$ cat src/rtl/amp_consts.vh
// Constants of the per-axis motion parameter register bank.
// Assumes inclusion by the bank module, its monitor and its bench.
`ifndef AMP_CONSTS_VH
`define AMP_CONSTS_VH
// ----------------------------------------
// Register indices
// ----------------------------------------
`define AMP_ADDR_W 4
`define AMP_IDX_CCMF 4'h0
`define AMP_IDX_CCMF_PRE2 4'h1
`define AMP_IDX_ACCEL 4'h2
`define AMP_IDX_ACCEL_PRE2 4'h3
`define AMP_IDX_DECEL 4'h4
`define AMP_IDX_DECEL_PRE2 4'h5
`define AMP_IDX_CORR 4'h6
`define AMP_IDX_ENV1 4'h7
`define AMP_IDX_MOTION 4'h8
`define AMP_IDX_HIGHFEED 4'h9
`define AMP_IDX_LOWFEED 4'ha
`define AMP_IDX_SCALE 4'hb
`define AMP_IDX_STATUS 4'hc
// ----------------------------------------
// Field layout
// ----------------------------------------
`define AMP_CCMF_W 28
`define AMP_SPAN_W 15
`define AMP_CORR_W 16
`define AMP_FEED_W 16
`define AMP_SCALE_W 16
`define AMP_KIND_W 7
`define AMP_KIND_LIN2_CONT 7'h62
`define AMP_KIND_LIN2 7'h63
`define AMP_KIND_CW 7'h64
`define AMP_KIND_CCW 7'h65
`define AMP_PMD_LSB 0
`define AMP_PMD_MSB 2
`define AMP_ELM_BIT 3
`define AMP_EPW_LSB 12
`define AMP_EPW_MSB 14
`define AMP_ERROR_CLEAR_OUTPUT_LOGIC_BIT 15
// ----------------------------------------
// Reset values
// ----------------------------------------
`define AMP_RST_WORD 32'h0000_0000
`define AMP_RST_SCALE 16'h012c
`endif

$ cat src/rtl/amp_param_regs.v
// Per-axis motion parameter register bank with second-level pre-registers.
// Assumes a single-cycle CPU port on mclk and a pulse generator consuming the outputs.
//
// How it works
// RL1: centre/feed word only valid in operation kinds 62h to 65h, else zero.
// RL2: in kinds 62h and 63h the word is incremental master feed.
// RL3: in kinds 64h and 65h the word is absolute circle centre.
// RL4: software keeps the written word within plus or minus 134,217,727.
// RL5: bits 31 to 28 ignore writes and read as sign of bit 27.
// RL6: unused upper bits of span and speed registers read zero.
// RL7: acceleration span comes from the acceleration span register.
// RL8: zero acceleration span means use half of high minus low feed.
// RL9: deceleration span comes from the deceleration span register.
// RL10: zero deceleration span means use half of high minus low feed.
// RL11: correction low speed applies to backlash and slip correction.
// RL12: correction low speed is also the zero-return reverse low speed.
// RL13: correction speed is scaled by the speed-scale register.
// RL14: centre/feed and both spans each have a second pre-register.
// RL15: environment word holds pulse format, error-clear width and logic.
// RL16: environment bit 3 selects immediate or decelerating end-limit stop.
// RL17: pre-register values move to working registers when next move starts.
// RL18: low 28 bits of centre/feed word are two's complement.
//
// Added by the designer: the address-and-strobe port and the register offsets.
`timescale 1ns/1ps
`include "amp_consts.vh"
module amp_param_regs #(
   parameter CCMF_W = `AMP_CCMF_W,
   parameter SPAN_W = `AMP_SPAN_W,
   parameter CORR_W = `AMP_CORR_W,
   parameter FEED_W = `AMP_FEED_W
) (
   input wire mclk,
   input wire rst_n,
   input wire [`AMP_ADDR_W-1:0] regAddr,
   input wire [31:0] regWdata,
   input wire regWr,
   input wire regRd,
   output reg [31:0] regRdata,
   input wire nextMoveStart,
   input wire correctionActive,
   input wire zeroReturnReverse,
   output reg [CCMF_W-1:0] masterFeedAmount,
   output reg masterFeedValid,
   output reg [CCMF_W-1:0] circleCenterPos,
   output reg circleCenterValid,
   output reg [SPAN_W-1:0] accelSpanEff,
   output reg [SPAN_W-1:0] decelSpanEff,
   output reg [CORR_W+`AMP_SCALE_W-1:0] lowSpeedRate,
   output reg lowSpeedActive,
   output reg [2:0] pulseOutputFormat,
   output reg [2:0] errorClearPulseWidth,
   output reg errorClearOutputLogic,
   output reg endLimitStopMethod
);

   // ----------------------------------------
   // Helpers
   // ----------------------------------------
   function [SPAN_W-1:0] spanPick;
      input [SPAN_W-1:0] span;
      input [FEED_W-1:0] hi;
      input [FEED_W-1:0] lo;
      reg [FEED_W-1:0] diff;
      begin
         diff = (hi > lo) ? (hi - lo) : {FEED_W{1'b0}};
         if (span == {SPAN_W{1'b0}}) begin
            spanPick = diff[SPAN_W:1];
         end else begin
            spanPick = span;
         end
      end
   endfunction

   function [31:0] signExt;
      input [CCMF_W-1:0] v;
      begin
         signExt = {{(32-CCMF_W){v[CCMF_W-1]}}, v};
      end
   endfunction

   function hitIdx;
      input [`AMP_ADDR_W-1:0] addr;
      input [`AMP_ADDR_W-1:0] idx;
      begin
         hitIdx = addr == idx;
      end
   endfunction

   function [31:0] spanWord;
      input [SPAN_W-1:0] v;
      begin
         spanWord = {{(32-SPAN_W){1'b0}}, v};
      end
   endfunction

   function [31:0] feedWord;
      input [FEED_W-1:0] v;
      begin
         feedWord = {{(32-FEED_W){1'b0}}, v};
      end
   endfunction

   // ----------------------------------------
   // Storage
   // ----------------------------------------
   reg [CCMF_W-1:0] ccmf_reg, ccmfPre2_reg;
   reg ccmfPend_reg;
   reg [SPAN_W-1:0] accel_reg, accelPre2_reg;
   reg accelPend_reg;
   reg [SPAN_W-1:0] decel_reg, decelPre2_reg;
   reg decelPend_reg;
   reg [CORR_W-1:0] corr_reg;
   reg [31:0] env1_reg;
   reg [`AMP_KIND_W-1:0] kind_reg;
   reg [FEED_W-1:0] highFeed_reg, lowFeed_reg;
   reg [`AMP_SCALE_W-1:0] scale_reg;

   // ----------------------------------------
   // Address decode
   // ----------------------------------------
   wire wrHit0 = regWr && hitIdx(regAddr, `AMP_IDX_CCMF);
   wire wrHit1 = regWr && hitIdx(regAddr, `AMP_IDX_CCMF_PRE2);
   wire wrHit2 = regWr && hitIdx(regAddr, `AMP_IDX_ACCEL);
   wire wrHit3 = regWr && hitIdx(regAddr, `AMP_IDX_ACCEL_PRE2);
   wire wrHit4 = regWr && hitIdx(regAddr, `AMP_IDX_DECEL);
   wire wrHit5 = regWr && hitIdx(regAddr, `AMP_IDX_DECEL_PRE2);
   wire wrCorr = regWr && hitIdx(regAddr, `AMP_IDX_CORR);
   wire wrEnv1 = regWr && hitIdx(regAddr, `AMP_IDX_ENV1);
   wire wrKind = regWr && hitIdx(regAddr, `AMP_IDX_MOTION);
   wire wrHigh = regWr && hitIdx(regAddr, `AMP_IDX_HIGHFEED);
   wire wrLow = regWr && hitIdx(regAddr, `AMP_IDX_LOWFEED);
   wire wrScale = regWr && hitIdx(regAddr, `AMP_IDX_SCALE);

   // Queued values move only if written since the last start
   wire xferCcmf = nextMoveStart && ccmfPend_reg; // RL17
   wire xferAccel = nextMoveStart && accelPend_reg; // RL17
   wire xferDecel = nextMoveStart && decelPend_reg; // RL17

   // Pending flags as software sees them
   wire [2:0] pendFlags = {decelPend_reg, accelPend_reg, ccmfPend_reg};

   // ----------------------------------------
   // Centre/feed word and its pre-register
   // ----------------------------------------
   // Pre2 write wins over a same-cycle start
   always @(posedge mclk or negedge rst_n) begin
      if (!rst_n) begin
         ccmfPre2_reg <= {CCMF_W{1'b0}};
         ccmfPend_reg <= 1'b0;
      end else if (wrHit1) begin
         ccmfPre2_reg <= regWdata[CCMF_W-1:0]; // RL5 RL14
         ccmfPend_reg <= 1'b1;
      end else if (nextMoveStart) begin
         ccmfPend_reg <= 1'b0; // RL17
      end
   end

   // Direct write wins over the transfer
   always @(posedge mclk or negedge rst_n) begin
      if (!rst_n) begin
         ccmf_reg <= {CCMF_W{1'b0}};
      end else if (wrHit0) begin
         ccmf_reg <= regWdata[CCMF_W-1:0]; // RL5
      end else if (xferCcmf) begin
         ccmf_reg <= ccmfPre2_reg; // RL17
      end
   end

   // ----------------------------------------
   // Acceleration span and its pre-register
   // ----------------------------------------
   // Pre2 write wins over a same-cycle start
   always @(posedge mclk or negedge rst_n) begin
      if (!rst_n) begin
         accelPre2_reg <= {SPAN_W{1'b0}};
         accelPend_reg <= 1'b0;
      end else if (wrHit3) begin
         accelPre2_reg <= regWdata[SPAN_W-1:0]; // RL6 RL14
         accelPend_reg <= 1'b1;
      end else if (nextMoveStart) begin
         accelPend_reg <= 1'b0; // RL17
      end
   end

   // Direct write wins over the transfer
   always @(posedge mclk or negedge rst_n) begin
      if (!rst_n) begin
         accel_reg <= {SPAN_W{1'b0}};
      end else if (wrHit2) begin
         accel_reg <= regWdata[SPAN_W-1:0]; // RL6
      end else if (xferAccel) begin
         accel_reg <= accelPre2_reg; // RL17
      end
   end

   // ----------------------------------------
   // Deceleration span and its pre-register
   // ----------------------------------------
   // Pre2 write wins over a same-cycle start
   always @(posedge mclk or negedge rst_n) begin
      if (!rst_n) begin
         decelPre2_reg <= {SPAN_W{1'b0}};
         decelPend_reg <= 1'b0;
      end else if (wrHit5) begin
         decelPre2_reg <= regWdata[SPAN_W-1:0]; // RL6 RL14
         decelPend_reg <= 1'b1;
      end else if (nextMoveStart) begin
         decelPend_reg <= 1'b0; // RL17
      end
   end

   // Direct write wins over the transfer
   always @(posedge mclk or negedge rst_n) begin
      if (!rst_n) begin
         decel_reg <= {SPAN_W{1'b0}};
      end else if (wrHit4) begin
         decel_reg <= regWdata[SPAN_W-1:0]; // RL6
      end else if (xferDecel) begin
         decel_reg <= decelPre2_reg; // RL17
      end
   end

   // ----------------------------------------
   // Plain registers
   // ----------------------------------------
   // Status index has no storage; writes there drop
   always @(posedge mclk or negedge rst_n) begin
      if (!rst_n) begin
         corr_reg <= {CORR_W{1'b0}};
      end else if (wrCorr) begin
         corr_reg <= regWdata[CORR_W-1:0]; // RL6
      end
   end

   always @(posedge mclk or negedge rst_n) begin
      if (!rst_n) begin
         env1_reg <= `AMP_RST_WORD;
      end else if (wrEnv1) begin
         env1_reg <= regWdata; // RL15
      end
   end

   always @(posedge mclk or negedge rst_n) begin
      if (!rst_n) begin
         kind_reg <= {`AMP_KIND_W{1'b0}};
      end else if (wrKind) begin
         kind_reg <= regWdata[`AMP_KIND_W-1:0];
      end
   end

   always @(posedge mclk or negedge rst_n) begin
      if (!rst_n) begin
         highFeed_reg <= {FEED_W{1'b0}};
      end else if (wrHigh) begin
         highFeed_reg <= regWdata[FEED_W-1:0];
      end
   end

   always @(posedge mclk or negedge rst_n) begin
      if (!rst_n) begin
         lowFeed_reg <= {FEED_W{1'b0}};
      end else if (wrLow) begin
         lowFeed_reg <= regWdata[FEED_W-1:0];
      end
   end

   always @(posedge mclk or negedge rst_n) begin
      if (!rst_n) begin
         scale_reg <= `AMP_RST_SCALE;
      end else if (wrScale) begin
         scale_reg <= regWdata[`AMP_SCALE_W-1:0]; // RL13
      end
   end

   // ----------------------------------------
   // Read port
   // ----------------------------------------
   reg [31:0] rdMux;
   always @* begin
      rdMux = 32'h0000_0000;
      case (regAddr)
         `AMP_IDX_CCMF: rdMux = signExt(ccmf_reg); // RL5
         `AMP_IDX_CCMF_PRE2: rdMux = signExt(ccmfPre2_reg); // RL5
         `AMP_IDX_ACCEL: rdMux = spanWord(accel_reg); // RL6
         `AMP_IDX_ACCEL_PRE2: rdMux = spanWord(accelPre2_reg); // RL6
         `AMP_IDX_DECEL: rdMux = spanWord(decel_reg); // RL6
         `AMP_IDX_DECEL_PRE2: rdMux = spanWord(decelPre2_reg); // RL6
         `AMP_IDX_CORR: rdMux = {{(32-CORR_W){1'b0}}, corr_reg}; // RL6
         `AMP_IDX_ENV1: rdMux = env1_reg;
         `AMP_IDX_MOTION: rdMux = {{(32-`AMP_KIND_W){1'b0}}, kind_reg};
         `AMP_IDX_HIGHFEED: rdMux = feedWord(highFeed_reg);
         `AMP_IDX_LOWFEED: rdMux = feedWord(lowFeed_reg);
         `AMP_IDX_SCALE: rdMux = {{(32-`AMP_SCALE_W){1'b0}}, scale_reg};
         `AMP_IDX_STATUS: rdMux = {29'h0000_0000, pendFlags};
         default: rdMux = 32'h0000_0000;
      endcase
   end

   always @(posedge mclk or negedge rst_n) begin
      if (!rst_n) begin
         regRdata <= 32'h0000_0000;
      end else if (regRd) begin
         regRdata <= rdMux;
      end else begin
         regRdata <= 32'h0000_0000;
      end
   end

   // ----------------------------------------
   // Centre/feed routing by operation kind
   // ----------------------------------------
   wire isLin2 = kind_reg == `AMP_KIND_LIN2_CONT || kind_reg == `AMP_KIND_LIN2; // RL1
   wire isCirc = kind_reg == `AMP_KIND_CW || kind_reg == `AMP_KIND_CCW; // RL1

   // Signed 28-bit word, zero outside its kinds
   always @(posedge mclk or negedge rst_n) begin
      if (!rst_n) begin
         masterFeedAmount <= {CCMF_W{1'b0}};
         masterFeedValid <= 1'b0;
         circleCenterPos <= {CCMF_W{1'b0}};
         circleCenterValid <= 1'b0;
      end else begin
         masterFeedAmount <= isLin2 ? ccmf_reg : {CCMF_W{1'b0}}; // RL1 RL2 RL18
         masterFeedValid <= isLin2; // RL2
         circleCenterPos <= isCirc ? ccmf_reg : {CCMF_W{1'b0}}; // RL1 RL3 RL18
         circleCenterValid <= isCirc; // RL3
      end
   end

   // ----------------------------------------
   // Effective S-curve spans
   // ----------------------------------------
   always @(posedge mclk or negedge rst_n) begin
      if (!rst_n) begin
         accelSpanEff <= {SPAN_W{1'b0}};
         decelSpanEff <= {SPAN_W{1'b0}};
      end else begin
         accelSpanEff <= spanPick(accel_reg, highFeed_reg, lowFeed_reg); // RL7 RL8
         decelSpanEff <= spanPick(decel_reg, highFeed_reg, lowFeed_reg); // RL9 RL10
      end
   end

   // ----------------------------------------
   // Correction low speed
   // ----------------------------------------
   // Widened factors keep the full product
   wire [CORR_W+`AMP_SCALE_W-1:0] corrWide = {{`AMP_SCALE_W{1'b0}}, corr_reg};
   wire [CORR_W+`AMP_SCALE_W-1:0] scaleWide = {{CORR_W{1'b0}}, scale_reg};

   always @(posedge mclk or negedge rst_n) begin
      if (!rst_n) begin
         lowSpeedRate <= {(CORR_W+`AMP_SCALE_W){1'b0}};
         lowSpeedActive <= 1'b0;
      end else begin
         lowSpeedRate <= corrWide * scaleWide; // RL13
         lowSpeedActive <= correctionActive | zeroReturnReverse; // RL11 RL12
      end
   end

   // ----------------------------------------
   // Environment word fields
   // ----------------------------------------
   always @(posedge mclk or negedge rst_n) begin
      if (!rst_n) begin
         pulseOutputFormat <= 3'h0;
         errorClearPulseWidth <= 3'h0;
         errorClearOutputLogic <= 1'b0;
         endLimitStopMethod <= 1'b0;
      end else begin
         pulseOutputFormat <= env1_reg[`AMP_PMD_MSB:`AMP_PMD_LSB]; // RL15
         errorClearPulseWidth <= env1_reg[`AMP_EPW_MSB:`AMP_EPW_LSB]; // RL15
         errorClearOutputLogic <= env1_reg[`AMP_ERROR_CLEAR_OUTPUT_LOGIC_BIT]; // RL15
         endLimitStopMethod <= env1_reg[`AMP_ELM_BIT]; // RL16
      end
   end

endmodule

$ cat config.mk
export PLATFORM = sky130hd
export DESIGN_NAME = amp_param_regs
export DESIGN_NICKNAME = d
export VERILOG_FILES = /design/src/rtl/amp_param_regs.v
export VERILOG_INCLUDE_DIRS = /design/src /design/src/rtl
export SDC_FILE = /design/constraint.sdc
export NUM_CORES = 1
export LEC_CHECK = 0
export BUFFER_PORTS_ARGS = -buffer_cell sky130_fd_sc_hd__buf_2
export CAP_MARGIN = 20
export CORE_ASPECT_RATIO = 2
export CORE_MARGIN = 2
export CORE_UTILIZATION = 35
export DETAILED_ROUTE_END_ITERATION = 6
export GPL_TIMING_DRIVEN = 0
export SLEW_MARGIN = 20
export SYNTH_ARGS = -nofsm -noshare
export SYNTH_HDL_FRONTEND = slang
export SYNTH_SLANG_ARGS = --single-unit
$ cat constraint.sdc
create_clock -name mclk -period 6.85 [get_ports mclk]
set_input_delay 1.37 -clock mclk [delete_from_list [all_inputs] [get_ports mclk]]
set_output_delay 1.37 -clock mclk [all_outputs]
set_load 0.1 [all_outputs]
==> results of run 1 <==
-- synth_stat cells (32+ instances only) --
cell      instances  area share (%)
a21o_1           43             1.3
a21oi_1          59             1.2
a22oi_1          32            0.98
and2_1          177             4.5
buf_2            32            0.65
clkbuf_1         91             1.4
dfrtp_1         379              38
fa_1            195              16
ha_1            120             6.1
inv_1           259             3.9
mux2_2          150             6.9
mux2i_1          63             2.6
nand2_1         253             3.9
nor2_1           34            0.52
o21ai_0          85             1.7
-- logic make-up (layout without fill, tap and decap cells) --
family | after synthesis | in the layout | synth area share [%]
compound gates | 351 | 351 | 9.75
xor+xnor | 40 | 40 | 1.42
fa+ha+maj | 315 | 315 | 21.9
buf+inv | 391 | 659 | 6.27
flops | 383 | 383 | 38.9
mux | 224 | 224 | 9.92
other cells | 0 | 1 | 0
simple gates | 562 | 562 | 11.8
-- per-layer routing --
| metal | global-route usage (%) | vias to the layer above | share of wire (%) |
|---|---|---|---|
| li1 | - | 8002 | - |
| met1 | 21.8 | 9178 | 32 |
| met2 | 43.0 | 783 | 54 |
| met3 | 3.58 | 340 | 5.4 |
| met4 | 17.7 | 4 | 9.4 |
| met5 | 0 | - | 0.035 |
-- layout make-up --
type,count,area share (%)
plain buffers,125,2.02
clock buffers,50,3.79
clock inverters,20,0.847
inverters,259,3.45
well taps,903,4.00
multi-input cells,1492,48.0
repair buffers,205,3.92
flip-flops and latches,383,34.0
diodes,1,0.00887
-- stage by stage --
| step | hold slack [ps] | std cells | setup WS, ps | instance area [um^2] | util (%) |
|---|---|---|---|---|---|
| after CTS | 415 | 3438 | 5.76 | 28200 | 40.4 |
| after global routing | 430 | 3437 | 17.8 | 28200 | 40.4 |
| after detailed placement | 400 | 3373 | -248 | 26900 | 38.5 |
| after floorplan | 368 | 2266 | 958 | 24600 | - |
| after global placement | 389 | 3370 | -3070 | 26800 | 38.4 |
| final | 416 | 3438 | 191 | 28200 | 40.4 |
-- repair_timing --
action,4_1_cts,5_1_grt
resized for setup,12,18
pin swaps,0,0
endpoints found under the setup margin,8,9
-- critical path, cell delays in order (launching register included) --
cell and delay [ps]:
dfstp_2 740, clkbuf_1 490, nand2_1 160, fa_1 560, inv_1 60, fa_1 410
fa_1 500, inv_1 60, fa_1 540, fa_1 440, fa_1 500, inv_1 40
ha_1 250, buf_2 160, a21o_1 190, a21o_1 210, a211oi_4 390, nand3_1 210
a2111oi_1 460, nor3_1 130
-- worst paths after layout --
check | endpoint | from | cells after the start
setup / recovery | lowSpeedRate[28]$_DFF_PN0_ | scale_reg[8]$_DFFE_PN1P_ | 19
hold / removal | errorClearPulseWidth[0]$_DFF_PN0_ | env1_reg[12]$_DFFE_PN0P_ | 0
setup reg to reg | lowSpeedRate[28]$_DFF_PN0_ | scale_reg[8]$_DFFE_PN1P_ | 19
hold reg to reg | errorClearPulseWidth[0]$_DFF_PN0_ | env1_reg[12]$_DFFE_PN0P_ | 0
max in group asynchronous | regRdata[8]$_DFF_PN0_ | rst_n | 4
min in group asynchronous | lowSpeedRate[6]$_DFF_PN0_ | rst_n | 1
==> run summary, run 1 <==
Status: completed
Per-cell routed wire length: 23.5 um
CTS H-tree depth: 2
Worst-skew pair later-pin latency: 580 ps
Placer Congestion: 0.994
Mapped Area: 24600 um^2
I/O Buffers: 201
Max_slew headroom: 26.5%
Final nets: 2864
Synth-to-layout area growth: 14.5%
Storage cell area: 9590 um^2
Starting Density: 35.3%
Die Wd: 192 um
Fmax: 150 MHz
Vias per cell: 5.32
Mapped Cells: 2266
Global-route wire length before repair: 123 mm
Total CTS buffers: 40
GR Overflow Total: 0
HP Class: flip-flop to flip-flop
Crit Path Max Fanout: 10
Final worst path period share: 97.2%
Post-synth top flop: dfrtp_1
Iteration count of the initial detailed-routing pass: 6
CORE AREA: 69800 um^2
Max-cap violation count: 0
Largest net degree at the start of global routing: 101
Critical Path AT: 7090 ps
Avg Synthesized Cell Area: 10.9 um^2
CTS clk-pin slew, worst paths: 70 ps
Detail Placement HPWL: 65.4 mm
Drt initial violations: 1040
Final min period: 6660 ps
Clock Path Buffers: 3
Synth async-reset ratio: 100%
Setup Skew: 20.5 ps
CTS tree: yes
I/O pin count: 204
Vias: 18300
Slew @ Worst Pin: 1100 ps
CTS sink count: 383
Crit path kind: flip-flop to flip-flop
Library cells used by synthesis: 80
Vias in the first global route: 20100
Post-synthesis register bit count: 383
Register area share after synthesis: 38.9%
EDFF count, synth: 0
FP Rows: 137
Layout cells sized above 1: 20.5%
Die footprint: 72700 um^2
CP Launch Type: flip-flop
Final Hold Fails: 0
Count of final setup violators: 0
Most common cell after layout, fill and taps aside: dfrtp_1
Crit path capture type: flip-flop
Initial antenna violation count: 4
Worst reg2reg setup slack: 190 ps
Fill cell count: 6790
Most frequent cells in the layout: dfrtp_1 (377), inv_1 (259), nand2_1 (253), buf_2 (232), fa_1 (195)
Total track usage: 22.9%
Clock tree root buffer cell: clkbuf_16
Detail Route Antenna Nets: 0
Post-Synthesis Net Count: 2624
Yosys warnings: 0
Required time of the critical path: 7280 ps
TNS Setup: 0 ps
# hold bufs at CTS: 0
Multi-input gate area: 13500 um^2
Unrepaired setup endpoints after global routing: false
DRC viols: 0
Final wirelength: 80.9 mm
Post-CTS Setup Bufs: 0
Die height: 379 um
Slew Limit Fails: 0
Power of run 1 is left out: the tool's default activity adds up to more than one toggle a clock period on the data nets, which glitch-free logic cannot reach.
==> run 2, diff against run 1 <==
--- a/config.mk
+++ b/config.mk
@@ -6,12 +6,12 @@
 export SDC_FILE = /design/constraint.sdc
 export NUM_CORES = 1
 export LEC_CHECK = 0
-export BUFFER_PORTS_ARGS = -buffer_cell sky130_fd_sc_hd__buf_2
 export CAP_MARGIN = 20
 export CORE_ASPECT_RATIO = 2
 export CORE_MARGIN = 2
 export CORE_UTILIZATION = 35
 export DETAILED_ROUTE_END_ITERATION = 6
+export DONT_BUFFER_PORTS = 1
 export GPL_TIMING_DRIVEN = 0
 export SLEW_MARGIN = 20
 export SYNTH_ARGS = -nofsm -noshare
==> run summary, run 2 (synthesis gave the netlist of run 1 again) <==
Total CTS buffers: 39
Fmax: 149 MHz
Die Wd: 192 um
Slew @ Worst Pin: 1400 ps
Placer Congestion: 0.975
Vias in the first global route: 19300
DRC viols: 0
Largest net degree at the start of global routing: 384
Crit. Startpoint: corr_reg[2]$_DFFE_PN0P_
Layout cells sized above 1: 13.7%
Per-cell routed wire length: 24.6 um
Reg2reg start: corr_reg[2]$_DFFE_PN0P_
WHS Path Cells: 0
I/O pin count: 204
GR Overflow Total: 0
CP max stage cell: dfrtp_1
CTS clk-pin slew, worst paths: 70 ps
Die height: 379 um
Placed cell areas: 25800 um^2
Crit Path Max Fanout: 10
Slew Limit Fails: 0
FP Rows: 137
CP Launch Type: flip-flop
Multi-input gate area: 13500 um^2
Count of final setup violators: 0
CORE AREA: 69800 um^2
Max_slew headroom: 6.44%
CTS tree: yes
Crit path capture type: flip-flop
Starting Density: 35.3%
Required time of the critical path: 7270 ps
Clock Path Buffers: 3
Iteration count of the initial detailed-routing pass: 5
Unrepaired setup endpoints after global routing: true
Post-route design area: 27100 um^2
Critical Path AT: 7130 ps
Most frequent cells in the layout: dfrtp_1 (375), inv_1 (259), nand2_1 (253), fa_1 (195), and2_1 (177)
Detail Route Antenna Nets: 0
Setup Skew: 24.3 ps
Total track usage: 22.4%
Storage cell area: 9590 um^2
Reg2Reg Depth: 18
Post-CTS Setup Bufs: 0
Cell repeated most along the worst path: fa_1
Crit path kind: flip-flop to flip-flop
Detail Placement HPWL: 63.1 mm
Synth-to-layout area growth: 10.0%
CTS H-tree depth: 2
Worst-skew pair later-pin latency: 570 ps
I/O Buffers: 0
Final nets: 2656
Critical-path cell list: clkbuf_1 -> nand2_1 -> fa_1 -> fa_1 -> inv_1 -> fa_1 -> fa_1 -> fa_1 -> inv_1 -> fa_1 -> inv_1 -> ha_1 -> nand4_1 -> nor3_1 -> a211oi_2 -> nand3_1 -> a2111oi_0 -> nor3_1
Final wirelength: 79.4 mm
Drt initial violations: 1077
Most common cell after layout, fill and taps aside: dfrtp_1
Vias per cell: 5.43
Final worst path period share: 98.0%
Initial antenna violation count: 5
HP Start: env1_reg[15]$_DFFE_PN0P_
Status: completed
Global-route wire length before repair: 121 mm
CTS sink count: 383
Max stage delay on crit path: 620 ps
HP Class: flip-flop to flip-flop
Max-cap violation count: 0
Final min period: 6710 ps
Final Hold Fails: 0
Die footprint: 72700 um^2
# hold bufs at CTS: 0
Fill cell count: 6771
Vias: 17500
Clock tree root buffer cell: clkbuf_16
==> run 2: worst paths after layout <==
path                       slack, ps                               to
hold / removal                   420  errorClearOutputLogic$_DFF_PN0_
hold reg to reg                  420  errorClearOutputLogic$_DFF_PN0_
setup / recovery                 140       lowSpeedRate[28]$_DFF_PN0_
max in group asynchronous       5110          corr_reg[9]$_DFFE_PN0P_
setup reg to reg                 140       lowSpeedRate[28]$_DFF_PN0_
min in group asynchronous        510        lowSpeedRate[8]$_DFF_PN0_
==> run 2: per-stage QoR <==
step / hold WS [ps] / worst slack [ps] / TNS, ps / utilization, % / cells
2_1_floorplan: 368 / 958 / 0 / - / 2266
3_3_place_gp: 392 / -234 / -1030 / 36.9 / 3169
3_5_place_dp: 395 / -226 / -1050 / 36.9 / 3169
4_1_cts: 413 / 23.6 / 0 / 38.8 / 3234
5_1_grt: 423 / -16.6 / -16.6 / 38.9 / 3231
6_report: 416 / 136 / 0 / 38.9 / 3231
==> run 2: metal layers <==
metal,global-route usage (%),routed length (um)
met4,16.2,6490
met1,21.2,25100
met2,42.5,43200
met5,0,21
met3,3.99,4550
==> run 2: area by class of cell <==
type / instances / share of cell area (%)
clock inverters: 19 / 0.877
multi-input cells: 1492 / 49.8
inverters: 259 / 3.59
diodes: 1 / 0.00923
clock buffers: 51 / 4.07
plain buffers: 123 / 2.08
well taps: 903 / 4.17
flip-flops and latches: 383 / 35.4
==> run 2: what timing repair did <==
item	in CTS	in global routing
resized for setup	7	30
hold endpoints to repair	0	0
endpoints found under the setup margin	10	10
==> run 2: worst max-delay path, delay by kind of cell, from the launching register on <==
family / cells / cell delay (ps)
simple gates: 5 / 830
buf+inv: 4 / 740
compound gates: 2 / 930
fa+ha+maj: 7 / 3430
flops: 1 / 620
Power of run 2 is left out for the same reason.
